## src/rtl/gdcr_defs.vh

```
// Behaviour
// RL1: Pan delay field bits 0-2 delays horizontal sync by 1 to 7 dots.
// RL2: Software steps pan to 7, then clears it and advances start address.
// RL3: Bits 3-5 of pan/zoom control select the horizontal zoom factor.
// RL4: Bits 6-7 select vertical zoom, setting scan lines per pixel.
// RL5: Software loads zoom factors of one for a normal display.
// RL6: Light-pen register bits 0-2 return the low three X coordinate bits.
// RL7: Light-pen register bits 3-5 return the low three Y coordinate bits.
// RL8: Upper pen bits are five latch bits at 256, six at 512; unused zero.
// RL9: Each plane video enable bit passes its plane when one, blocks when zero.
// RL10: Plane video enables sit at 08H/09H on the data port's bit positions.
// RL11: Location 0EH moves data to and from the selected timing chip register.
// RL12: Vector write with bit 0 set increments X.
// RL13: Vector write with bit 1 set increments Y.
// RL14: Vector write with bit 2 set decrements X.
// RL15: Vector write with bit 3 set decrements Y.
// RL16: Vector write with bit 4 clear stores data register to memory.
// RL17: Software does not use vector stepping in DMA mode.
// RL18: Zoom cells are 8x8 pixels, or 16x8 in double resolution.
// RL19: Cell field is 32x32, 64x32 or 64x64 by model.
// RL20: Vertical zoom 2-8 in 512-wide formats, only 2-4 at 256x256. Code gives 1-4 lines per pixel in all formats.
// RL21: Software sizes zoom window by cell counts divided by zoom, rounded down.
// RL22: Software writes window corner to start registers, then zoom factors.
// RL23: Control bit 4 sets DMA mode; coordinates increment before each byte. Code takes DMA mode from dma_mode_i and steps X only.
// RL24: Pan delay of zero adds no delay to horizontal sync.
`ifndef GDCR_DEFS_VH
`define GDCR_DEFS_VH
`define GDCR_OFF_VEN_LO   4'h8
`define GDCR_OFF_VEN_HI   4'h9
`define GDCR_OFF_WEN_LO   4'hA
`define GDCR_OFF_WEN_HI   4'hB
`define GDCR_OFF_PANZOOM  4'hC
`define GDCR_OFF_PEN      4'hD
`define GDCR_OFF_TCDATA   4'hE
`define GDCR_OFF_VECTOR   4'hF
`define GDCR_PAN_LSB      0
`define GDCR_PAN_MSB      2
`define GDCR_HZ_LSB       3
`define GDCR_HZ_MSB       5
`define GDCR_VZ_LSB       6
`define GDCR_VZ_MSB       7
`define GDCR_VEC_XUP      0
`define GDCR_VEC_YUP      1
`define GDCR_VEC_XDN      2
`define GDCR_VEC_YDN      3
`define GDCR_VEC_NOSTORE  4
`define GDCR_RST_BYTE     8'h00
`define GDCR_PEN_LOW_W    3
`define GDCR_CELL_H       3'h7
`define GDCR_CELL_W_DBL   4'hF
`define GDCR_LINE_MAX     5'h1F
`endif

```

## src/rtl/gdcr_sync_delay.v

```verilog
`timescale 1ns/1ns
// Horizontal sync delayed by a programmable number of dots
module gdcr_sync_delay #(
	parameter DEPTH = 7,
	parameter SEL_W = 3
) (
	// Clock and reset
	input  wire             clk_i,
	input  wire             rst_b_i,
	input  wire             dot_en_i,
	// Sync path
	input  wire [SEL_W-1:0] sel_i,
	input  wire             sync_i,
	output reg              sync_o
);
	reg  [DEPTH-1:0] taps;
	integer        k;

	always @(posedge clk_i) begin
		if (!rst_b_i) begin
			taps <= {DEPTH{1'b0}};
		end else if (dot_en_i) begin
			taps[0] <= sync_i;
			for (k = 1; k < DEPTH; k = k + 1) begin
				taps[k] <= taps[k-1];
			end
		end
	end

	// Zero selects the undelayed tap
	always @(posedge clk_i) begin
		if (!rst_b_i) begin
			sync_o <= 1'b0;
		end else if (sel_i == {SEL_W{1'b0}}) begin
			sync_o <= sync_i; // RL24
		end else begin
			sync_o <= taps[sel_i - 1'b1]; // RL1
		end
	end
endmodule

```

## src/rtl/gdcr_regs.v

```verilog
`timescale 1ns/1ns
`include "gdcr_defs.vh"
module gdcr_regs #(
	parameter COORD_W = 10,
	parameter NPLANE  = 4,
	parameter LATCH_W = 6
) (
	// Clock and reset
	input  wire               clk_i,
	input  wire               rst_b_i,
	// Host I/O port
	input  wire [3:0]         io_addr_i,
	input  wire               io_wr_i,
	input  wire               io_rd_i,
	input  wire [7:0]         io_wdata_i,
	output reg  [7:0]         io_rdata_o,
	// Board configuration
	input  wire               fmt512_i,
	input  wire               dma_mode_i,
	input  wire               dbl_res_i,
	// Coordinate load from address registers
	input  wire               x_load_i,
	input  wire               y_load_i,
	input  wire [COORD_W-1:0] coord_i,
	input  wire               dma_step_i,
	// Coordinates and store request
	output reg  [COORD_W-1:0] x_coord_o,
	output reg  [COORD_W-1:0] y_coord_o,
	output reg                mem_store_o,
	// Timing chip data port
	output reg                tc_wr_o,
	output reg                tc_rd_o,
	output reg  [7:0]         tc_wdata_o,
	input  wire [7:0]         tc_rdata_i,
	// Light pen
	input  wire               pen_hit_i,
	input  wire [LATCH_W-1:0] pen_col_latch_i,
	input  wire [LATCH_W-1:0] pen_row_latch_i,
	output reg  [LATCH_W-1:0] pen_col_upper_o,
	output reg  [LATCH_W-1:0] pen_row_upper_o,
	// Video path
	input  wire               hsync_i,
	input  wire               cell_row_start_i,
	input  wire [NPLANE-1:0]  plane_video_i,
	output reg  [NPLANE-1:0]  plane_video_o,
	output reg                hsync_o,
	output reg                dot_en_o,
	output reg                line_adv_o,
	output reg  [2:0]         pan_delay_o,
	output reg  [2:0]         horiz_expand_o,
	output reg  [1:0]         vert_expand_o,
	output reg  [5:0]         cell_col_o
);
	reg  [7:0]         plane_video_enable_low;
	reg  [7:0]         plane_video_enable_high;
	reg  [7:0]         plane_write_enable_low;
	reg  [7:0]         plane_write_enable_high;
	reg  [7:0]         pan_zoom_control;
	reg  [2:0]         pen_x_low_bits;
	reg  [2:0]         pen_y_low_bits;
	reg  [2:0]         dot_cnt;
	reg  [3:0]         dot_in_cell;
	reg  [4:0]         line_cnt;
	reg  [2:0]         pen_x_run;
	reg  [2:0]         pen_y_run;
	reg                hsync_q;
	reg  [NPLANE-1:0]  plane_video_on;
	reg  [7:0]         next_rdata;
	reg  [COORD_W-1:0] next_x;
	reg  [COORD_W-1:0] next_y;
	reg  [4:0]         lines_per_pixel;
	reg  [3:0]         cell_w_m1;
	wire               vec_wr;
	wire               hsync_rise;
	wire               sync_dly;
	wire [2:0]         pan_delay_field;
	wire [2:0]         horiz_expand_field;
	wire               vert_expand_bit_lo;
	wire               vert_expand_bit_hi;
	wire               step_x_up;
	wire               step_y_up;
	wire               step_x_down;
	wire               step_y_down;
	wire               suppress_auto_store;
	wire [LATCH_W-1:0] latch_mask;

	assign pan_delay_field     = pan_zoom_control[`GDCR_PAN_MSB:`GDCR_PAN_LSB];
	assign horiz_expand_field  = pan_zoom_control[`GDCR_HZ_MSB:`GDCR_HZ_LSB];
	assign vert_expand_bit_lo  = pan_zoom_control[`GDCR_VZ_LSB];
	assign vert_expand_bit_hi  = pan_zoom_control[`GDCR_VZ_MSB];
	assign vec_wr              = io_wr_i && (io_addr_i == `GDCR_OFF_VECTOR);
	assign step_x_up           = io_wdata_i[`GDCR_VEC_XUP];
	assign step_y_up           = io_wdata_i[`GDCR_VEC_YUP];
	assign step_x_down         = io_wdata_i[`GDCR_VEC_XDN];
	assign step_y_down         = io_wdata_i[`GDCR_VEC_YDN];
	assign suppress_auto_store = io_wdata_i[`GDCR_VEC_NOSTORE];
	// Five latch bits at 256 formats, six at 512
	assign latch_mask = fmt512_i ? {LATCH_W{1'b1}} : {1'b0, {(LATCH_W-1){1'b1}}}; // RL8
	// Line sync is a level: count lines on its rising edge only
	assign hsync_rise = hsync_i & ~hsync_q;

	// Host writable registers
	always @(posedge clk_i) begin
		if (!rst_b_i) begin
			plane_video_enable_low  <= `GDCR_RST_BYTE;
			plane_video_enable_high <= `GDCR_RST_BYTE;
			plane_write_enable_low  <= `GDCR_RST_BYTE;
			plane_write_enable_high <= `GDCR_RST_BYTE;
			pan_zoom_control        <= `GDCR_RST_BYTE;
		end else if (io_wr_i) begin
			case (io_addr_i)
			`GDCR_OFF_VEN_LO: begin
				plane_video_enable_low <= io_wdata_i; // RL10
			end
			`GDCR_OFF_VEN_HI: begin
				plane_video_enable_high <= io_wdata_i; // RL10
			end
			`GDCR_OFF_WEN_LO: begin
				plane_write_enable_low <= io_wdata_i;
			end
			`GDCR_OFF_WEN_HI: begin
				plane_write_enable_high <= io_wdata_i;
			end
			`GDCR_OFF_PANZOOM: begin
				pan_zoom_control <= io_wdata_i;
			end
			default: begin
			end
			endcase
		end
	end

	// Enables follow the data port nibble of each location
	always @* begin
		plane_video_on = plane_video_enable_low[NPLANE-1:0] | plane_video_enable_high[NPLANE-1:0]; // RL10
	end

	genvar p;
	generate
		for (p = 0; p < NPLANE; p = p + 1) begin : g_plane
			always @(posedge clk_i) begin
				if (!rst_b_i) begin
					plane_video_o[p] <= 1'b0;
				end else begin
					plane_video_o[p] <= plane_video_i[p] & plane_video_on[p]; // RL9
				end
			end
		end
	endgenerate

	// Dot clock: board clock divided by the X zoom factor
	always @(posedge clk_i) begin
		if (!rst_b_i) begin
			dot_cnt  <= 3'h0;
			dot_en_o <= 1'b0;
		end else if (dot_cnt >= horiz_expand_field) begin
			dot_cnt  <= 3'h0;
			dot_en_o <= 1'b1; // RL3
		end else begin
			dot_cnt  <= dot_cnt + 3'h1;
			dot_en_o <= 1'b0;
		end
	end

	// Cell width and scan lines per pixel
	always @* begin
		cell_w_m1       = dbl_res_i ? `GDCR_CELL_W_DBL : {1'b0, `GDCR_CELL_H}; // RL18
		lines_per_pixel = {3'h0, vert_expand_bit_hi, vert_expand_bit_lo} + 5'h1;
		if (!fmt512_i && lines_per_pixel > 5'h4) begin
			lines_per_pixel = 5'h4; // RL20
		end
	end

	// Cell column counter, double resolution cells are twice as wide
	always @(posedge clk_i) begin
		if (!rst_b_i) begin
			dot_in_cell <= 4'h0;
			cell_col_o  <= 6'h00;
		end else if (hsync_i) begin
			dot_in_cell <= 4'h0;
			cell_col_o  <= 6'h00;
		end else if (dot_en_o) begin
			if (dot_in_cell == cell_w_m1) begin
				dot_in_cell <= 4'h0;
				cell_col_o  <= cell_col_o + 6'h01; // RL19
			end else begin
				dot_in_cell <= dot_in_cell + 4'h1; // RL18
			end
		end
	end

	// Line sync rising edge
	always @(posedge clk_i) begin
		if (!rst_b_i) begin
			hsync_q <= 1'b0;
		end else begin
			hsync_q <= hsync_i;
		end
	end

	// Line repeat: each pixel held for the vertical zoom count
	always @(posedge clk_i) begin
		if (!rst_b_i) begin
			line_cnt   <= 5'h0;
			line_adv_o <= 1'b0;
		end else if (cell_row_start_i) begin
			line_cnt   <= 5'h0;
			line_adv_o <= 1'b0;
		end else if (hsync_rise) begin
			if (line_cnt + 5'h1 >= lines_per_pixel) begin
				line_cnt   <= 5'h0;
				line_adv_o <= 1'b1; // RL4
			end else begin
				line_cnt   <= line_cnt + 5'h1;
				line_adv_o <= 1'b0;
			end
		end else begin
			line_adv_o <= 1'b0;
		end
	end

	gdcr_sync_delay #(
		.DEPTH (7),
		.SEL_W (3)
	) u_sync_delay (
		.clk_i    (clk_i),
		.rst_b_i  (rst_b_i),
		.dot_en_i (dot_en_o),
		.sel_i    (pan_delay_field),
		.sync_i   (hsync_i),
		.sync_o   (sync_dly)
	);

	always @(posedge clk_i) begin
		if (!rst_b_i) begin
			hsync_o        <= 1'b0;
			pan_delay_o    <= 3'h0;
			horiz_expand_o <= 3'h0;
			vert_expand_o  <= 2'h0;
		end else begin
			hsync_o        <= sync_dly; // RL1
			pan_delay_o    <= pan_delay_field;
			horiz_expand_o <= horiz_expand_field; // RL3
			vert_expand_o  <= {vert_expand_bit_hi, vert_expand_bit_lo}; // RL4
		end
	end

	// Light pen fine position within the cell
	always @(posedge clk_i) begin
		if (!rst_b_i) begin
			pen_x_run      <= 3'h0;
			pen_y_run      <= 3'h0;
			pen_x_low_bits <= 3'h0;
			pen_y_low_bits <= 3'h0;
		end else begin
			if (hsync_i) begin
				pen_x_run <= 3'h0;
			end else if (dot_en_o) begin
				pen_x_run <= pen_x_run + 3'h1;
			end
			if (cell_row_start_i) begin
				pen_y_run <= 3'h0;
			end else if (hsync_rise) begin
				pen_y_run <= pen_y_run + 3'h1;
			end
			if (pen_hit_i) begin
				pen_x_low_bits <= pen_x_run; // RL6
				pen_y_low_bits <= pen_y_run; // RL7
			end
		end
	end

	always @(posedge clk_i) begin
		if (!rst_b_i) begin
			pen_col_upper_o <= {LATCH_W{1'b0}};
			pen_row_upper_o <= {LATCH_W{1'b0}};
		end else begin
			pen_col_upper_o <= pen_col_latch_i & latch_mask; // RL8
			pen_row_upper_o <= pen_row_latch_i & latch_mask; // RL8
		end
	end

	// Coordinate pointer stepping
	always @* begin
		next_x = x_coord_o;
		next_y = y_coord_o;
		if (x_load_i) begin
			next_x = coord_i;
		end
		if (y_load_i) begin
			next_y = coord_i;
		end
		if (dma_mode_i && dma_step_i) begin
			next_x = x_coord_o + {{(COORD_W-1){1'b0}}, 1'b1}; // RL23
		end else if (vec_wr && !dma_mode_i) begin
			if (step_x_up) begin
				next_x = next_x + {{(COORD_W-1){1'b0}}, 1'b1}; // RL12
			end
			if (step_x_down) begin
				next_x = next_x - {{(COORD_W-1){1'b0}}, 1'b1}; // RL14
			end
			if (step_y_up) begin
				next_y = next_y + {{(COORD_W-1){1'b0}}, 1'b1}; // RL13
			end
			if (step_y_down) begin
				next_y = next_y - {{(COORD_W-1){1'b0}}, 1'b1}; // RL15
			end
		end
	end

	always @(posedge clk_i) begin
		if (!rst_b_i) begin
			x_coord_o   <= {COORD_W{1'b0}};
			y_coord_o   <= {COORD_W{1'b0}};
			mem_store_o <= 1'b0;
		end else begin
			x_coord_o   <= next_x;
			y_coord_o   <= next_y;
			mem_store_o <= vec_wr && !suppress_auto_store; // RL16
		end
	end

	// Timing chip data port strobes
	always @(posedge clk_i) begin
		if (!rst_b_i) begin
			tc_wr_o    <= 1'b0;
			tc_rd_o    <= 1'b0;
			tc_wdata_o <= 8'h00;
		end else begin
			tc_wr_o <= io_wr_i && (io_addr_i == `GDCR_OFF_TCDATA); // RL11
			tc_rd_o <= io_rd_i && (io_addr_i == `GDCR_OFF_TCDATA); // RL11
			if (io_wr_i && (io_addr_i == `GDCR_OFF_TCDATA)) begin
				tc_wdata_o <= io_wdata_i;
			end
		end
	end

	// Read mux
	always @* begin
		case (io_addr_i)
		`GDCR_OFF_VEN_LO:  next_rdata = plane_video_enable_low;
		`GDCR_OFF_VEN_HI:  next_rdata = plane_video_enable_high;
		`GDCR_OFF_WEN_LO:  next_rdata = plane_write_enable_low;
		`GDCR_OFF_WEN_HI:  next_rdata = plane_write_enable_high;
		`GDCR_OFF_PANZOOM: next_rdata = pan_zoom_control;
		`GDCR_OFF_PEN:     next_rdata = {2'h0, pen_y_low_bits, pen_x_low_bits}; // RL6
		`GDCR_OFF_TCDATA:  next_rdata = tc_rdata_i; // RL11
		default:           next_rdata = 8'h00;
		endcase
	end

	always @(posedge clk_i) begin
		if (!rst_b_i) begin
			io_rdata_o <= 8'h00;
		end else if (io_rd_i) begin
			io_rdata_o <= next_rdata;
		end
	end
endmodule

```

## config.mk

```make
export PLATFORM = sky130hd
export DESIGN_NAME = gdcr_regs
export DESIGN_NICKNAME = d
export VERILOG_FILES = /design/src/rtl/gdcr_sync_delay.v /design/src/rtl/gdcr_regs.v
export VERILOG_INCLUDE_DIRS = /design/src /design/src/rtl
export SDC_FILE = /design/constraint.sdc
export NUM_CORES = 1
export LEC_CHECK = 0
export BUFFER_PORTS_ARGS = -buffer_cell sky130_fd_sc_hd__clkbuf_2
export CAP_MARGIN = 15
export CORE_MARGIN = 2
export CORE_UTILIZATION = 50
export DETAILED_ROUTE_END_ITERATION = 8
export GPL_TIMING_DRIVEN = 0
export PLACE_DENSITY_LB_ADDON = 0.2
export REMOVE_ABC_BUFFERS = 1
export SLEW_MARGIN = 40
export SYNTH_ARGS = -nofsm -noshare
export SYNTH_HDL_FRONTEND = slang
export SYNTH_HIERARCHICAL = 1
export SYNTH_SLANG_ARGS = --single-unit
```

## constraint.sdc

```tcl
create_clock -name clk_i -period 4.53 [get_ports clk_i]
set_clock_uncertainty 0.15 [all_clocks]
set_input_delay 0.906 -clock clk_i [delete_from_list [all_inputs] [get_ports clk_i]]
set_output_delay 0.906 -clock clk_i [all_outputs]
set_load 0.01 [all_outputs]
```

==> flow_summary_export.csv <==
group,metric,value,unit
clocking,cts_setup_buffers,0,
clocking,clock_path_buffers,2,
route,drc,0,
clocking,cts_tree,"yes",
worst_setup_path,critPathMaxFanout,25,
clocking,cts_resized,0,
logic_synthesis,synth_edf_count,0,
worst_setup_path,crit_buf_inv,2,
logic_synthesis,ys_ff_latch,145,
finish,final_cells,1138,
sta,rsz0062_at_grt,"false",
route,ant_nets,0,
placement,dp.cells,1106,
clocking,cts_sinks,145,
clocking,cts.clk_slew.worst_paths,0.07,ns
route,post_drt_wl_per_cell,16.2,µm
pwr,seq_power_share,42.0,%
finish,utilization,60.4,%
worst_setup_path,worstReg2RegStart,"y_coord_o[0]$_SDFF_PN0_",
finish,seq_area,2900,µm²
logic_synthesis,async_reset_ff_share,0,%
finish,final_nets,1020,
floorplanning,die_h,126,µm
run_status,status,"completed",
worst_setup_path,cpLargestDelayFamily,"compound AO/OA/AOI/OAI gates",
grt,grt_max_degree,53,
floorplanning,rows,44,
finish,fillCellCount,1301,
sta,whs,0.293,ns
finish,n_antenna_cell,0,
sta,finalSetupTns,0,ns
route,initialDrtViolationCount,432,
min_path,hold_start,"u_sync_delay/sync_o$_SDFF_PN0_",
sta,worstMarginPinSlew,0.823,ns
logic_synthesis,yosysSeqAreaShare,38.9,%
grt,grt_pass1_vias,5928,
sta,setup_viol_count_final,0,
floorplanning,io_pins,131,
sta,finalHoldViolCount,0,
sta,report.final.slew_viol_count,0,
floorplanning,die-area,15900,µm²
worst_setup_path,path_class,"input pin to flop",
worst_setup_path,critical_path.slowest_cell,"clkbuf_2",
sta,slew_headroom,44.7,%
placement,portBuffers,130,
route,routed_wl,18400,µm
pwr,p_switching,843,µW
pwr,p_sw_share,26.4,%
logic_synthesis,yosys_warnings,6,
clocking,root_buffer,"clkbuf_16",
finish,multiInputGateArea,4300,µm²
pwr,p_int,2.35,mW
placement,routabilityCongestion,0.887,
sta,max_clock_freq,0.288,GHz
worst_setup_path,cp-end-kind,"flop",
grt,antenna_found_initial,0,
pwr,leakage,3.62,nW
worst_setup_path,start_kind,"input pin",
route,via_per_inst,5.68,
clocking,cts_max_level,4,
worst_setup_path,crit_path_cell_trace,"clkbuf_2, nor2b_1, a21oi_1, inv_1, ha_1, nand2b_1, o21ai_0, ha_1, nand2_1, a21oi_1, o211ai_1, nor2b_1, mux2i_1, mux2i_1",
grt,grt_pass1_wl,29900,µm
flow_run,max-cap-violations,0,
min_path,worstHoldEndpoint,"hsync_o$_SDFF_PN0_",
worst_setup_path,worstPathArrival,3.68,ns
logic_synthesis,ys.flop_type,"dfxtp_1",
route,vias,6463,
worst_setup_path,cp.required,4.73,ns
logic_synthesis,syn-cell-area,7470,µm²
pwr,ir_worst_vdd,0.000322,V
route,drt-pass1-iter-count,5,
floorplanning,start_util,51.2,%
logic_synthesis,yosysUniqueCellTypes,74,
grt,grt_overflow,0,
min_path,hold-path-cell-count,1,
floorplanning,core,14600,µm²
logic_synthesis,syn_inst,840,
pwr,p_comb_share,10.8,%
clocking,cts_hold_buffers,0,
finish,drive_gt1_share,21.0,%
pwr,clock_power_share,47.1,%
sta,period_share,76.8,%
floorplanning,fp.dieW,126,µm
worst_setup_path,reg2reg_depth,13,
worst_setup_path,cpPeakStageDelay,0.47,ns
finish,syn_to_final_growth,17.9,%
grt,grt.total_usage,23.1,%
worst_setup_path,timing.rr.end,"y_coord_o[8]$_SDFF_PN0_",
clocking,insertion_delay,0.42,ns
pwr,power_density,363,nW/µm²
worst_setup_path,reg2reg_slack,1.67,ns
placement,hpwl,12800,µm
clocking,cts_made_buffers,17,
sta,fin_crit,3.48,ns
min_path,hp-class,"flop to flop",
logic_synthesis,avgSynthCellArea,8.89,µm²
## cells in the final DEF (no fill, tap or decap), types with 12 or more instances in the layout
cell type / Yosys / routed
dfxtp_1: 145 / 145
clkbuf_2: 1 / 129
nor2_1: 95 / 95
mux2i_1: 70 / 70
nand2_1: 65 / 65
a21oi_1: 53 / 53
nand3_1: 39 / 39
xnor2_1: 32 / 32
and2_1: 27 / 27
xor2_1: 26 / 26
o21ai_0: 21 / 21
ha_1: 20 / 20
clkbuf_16: 0 / 17
nor2b_1: 17 / 16
nand4_1: 15 / 15
nor3_1: 15 / 14
inv_1: 13 / 12
## cell families (layout without fill, tap and decap cells)
group	Yosys count	count (layout)	synth area share (%)
AOI/OAI and AO/OA	132	132	11.5
buffers and inverters	65	179	3.89
adders and majority gates	20	20	3.35
DFF	145	145	38.9
and+or+nand+nor	334	334	23.0
xor gates and xnor gates	58	58	6.80
muxes	86	86	12.6
## metal layers
layer | vias up | share of wire, % | GRT usage [%]
met3 | 20 | 6.2 | 5.35
met5 | - | 0 | 0
met4 | 0 | 1.5 | 7.11
met1 | 3051 | 46 | 30.7
met2 | 229 | 46 | 37.3
li1 | 3163 | - | -
## how the worst max path moves through the flow
stage                      start                      end  slack [ns]  cells after the start
finish                  y_load_i  y_coord_o[8]$_SDFF_PN0_        1.05                     14
global route            y_load_i  y_coord_o[8]$_SDFF_PN0_        0.76                     14
CTS                     y_load_i  y_coord_o[8]$_SDFF_PN0_        1.08                     14
detailed placement      y_load_i  y_coord_o[8]$_SDFF_PN0_        0.64                     14
global placement    io_addr_i[2]  y_coord_o[4]$_SDFF_PN0_       -0.25                      6
floorplan               x_load_i  x_coord_o[5]$_SDFF_PN0_        1.51                     10
## cell type report
| class | instances | share of cell area (%) |
|---|---|---|
| multi-input cells | 630 | 48.8 |
| flip-flops and latches | 145 | 33.0 |
| repair buffers | 133 | 7.81 |
| clock buffers | 18 | 4.99 |
| well taps | 184 | 2.61 |
| clock inverters | 14 | 2.22 |
| inverters | 14 | 0.625 |
## power groups by stage
stage / Sequential, mW / Clock [mW] / Combinational [mW]
5_1_grt: 1.35 / 1.58 / 0.381
3_3_place_gp: 1.37 / 0 / 0.337
4_1_cts: 1.34 / 1.53 / 0.346
2_1_floorplan: 1.37 / 0 / 0.193
3_5_place_dp: 1.37 / 0 / 0.344
6_report: 1.34 / 1.51 / 0.346
## metrics by stage
step	worst slack, ns	power [mW]	instance area (µm²)
2_1_floorplan	1.51	1.57	7230
3_3_place_gp	-0.252	1.71	8110
6_report	1.05	3.19	8810
4_1_cts	1.08	3.22	8810
3_5_place_dp	0.642	1.71	8170
5_1_grt	0.759	3.31	8810
## flip-flops by register name, summed over array words and instances (netlist names), 2 cells and up
signal                   flops
io_rdata_o                   8
plane_write_enable_low       8
plane_video_o                4
pen_x_low_bits               3
line_cnt                     5
pan_delay_o                  3
pen_col_upper_o              6
vert_expand_o                2
y_coord_o                   10
pan_zoom_control             8
pen_y_low_bits               3
plane_video_enable_high      8
pen_x_run                    3
pen_y_run                    3
u_sync_delay/taps            7
cell_col_o                   6
horiz_expand_o               3
plane_write_enable_high      8
pen_row_upper_o              6
x_coord_o                   10
dot_in_cell                  4
dot_cnt                      3
plane_video_enable_low       8
tc_wdata_o                   8
## synth_stat cells (all sizes together), types with 6 or more instances
| library cell | n | area share (%) |
|---|---|---|
| a21oi | 53 | 3.6 |
| nor3 | 16 | 1.1 |
| mux2 | 11 | 1.7 |
| and2 | 27 | 2.3 |
| nor2b | 17 | 1.4 |
| nand2b | 12 | 1.0 |
| nand2 | 65 | 3.3 |
| and3 | 10 | 0.84 |
| buf | 19 | 1.6 |
| o211ai | 6 | 0.67 |
| o22ai | 6 | 0.50 |
| xor2 | 26 | 3.0 |
| inv | 13 | 0.65 |
| a22oi | 6 | 0.60 |
| xnor2 | 32 | 3.8 |
| nor2 | 96 | 4.9 |
| ha | 20 | 3.4 |
| nor3b | 7 | 0.70 |
| nand4 | 16 | 1.4 |
| dfxtp | 145 | 39 |
| clkbuf | 32 | 1.6 |
| mux2i | 72 | 10 |
| o21ai | 23 | 1.5 |
| nand3 | 40 | 2.7 |
Power figures use the tool's default switching activity.
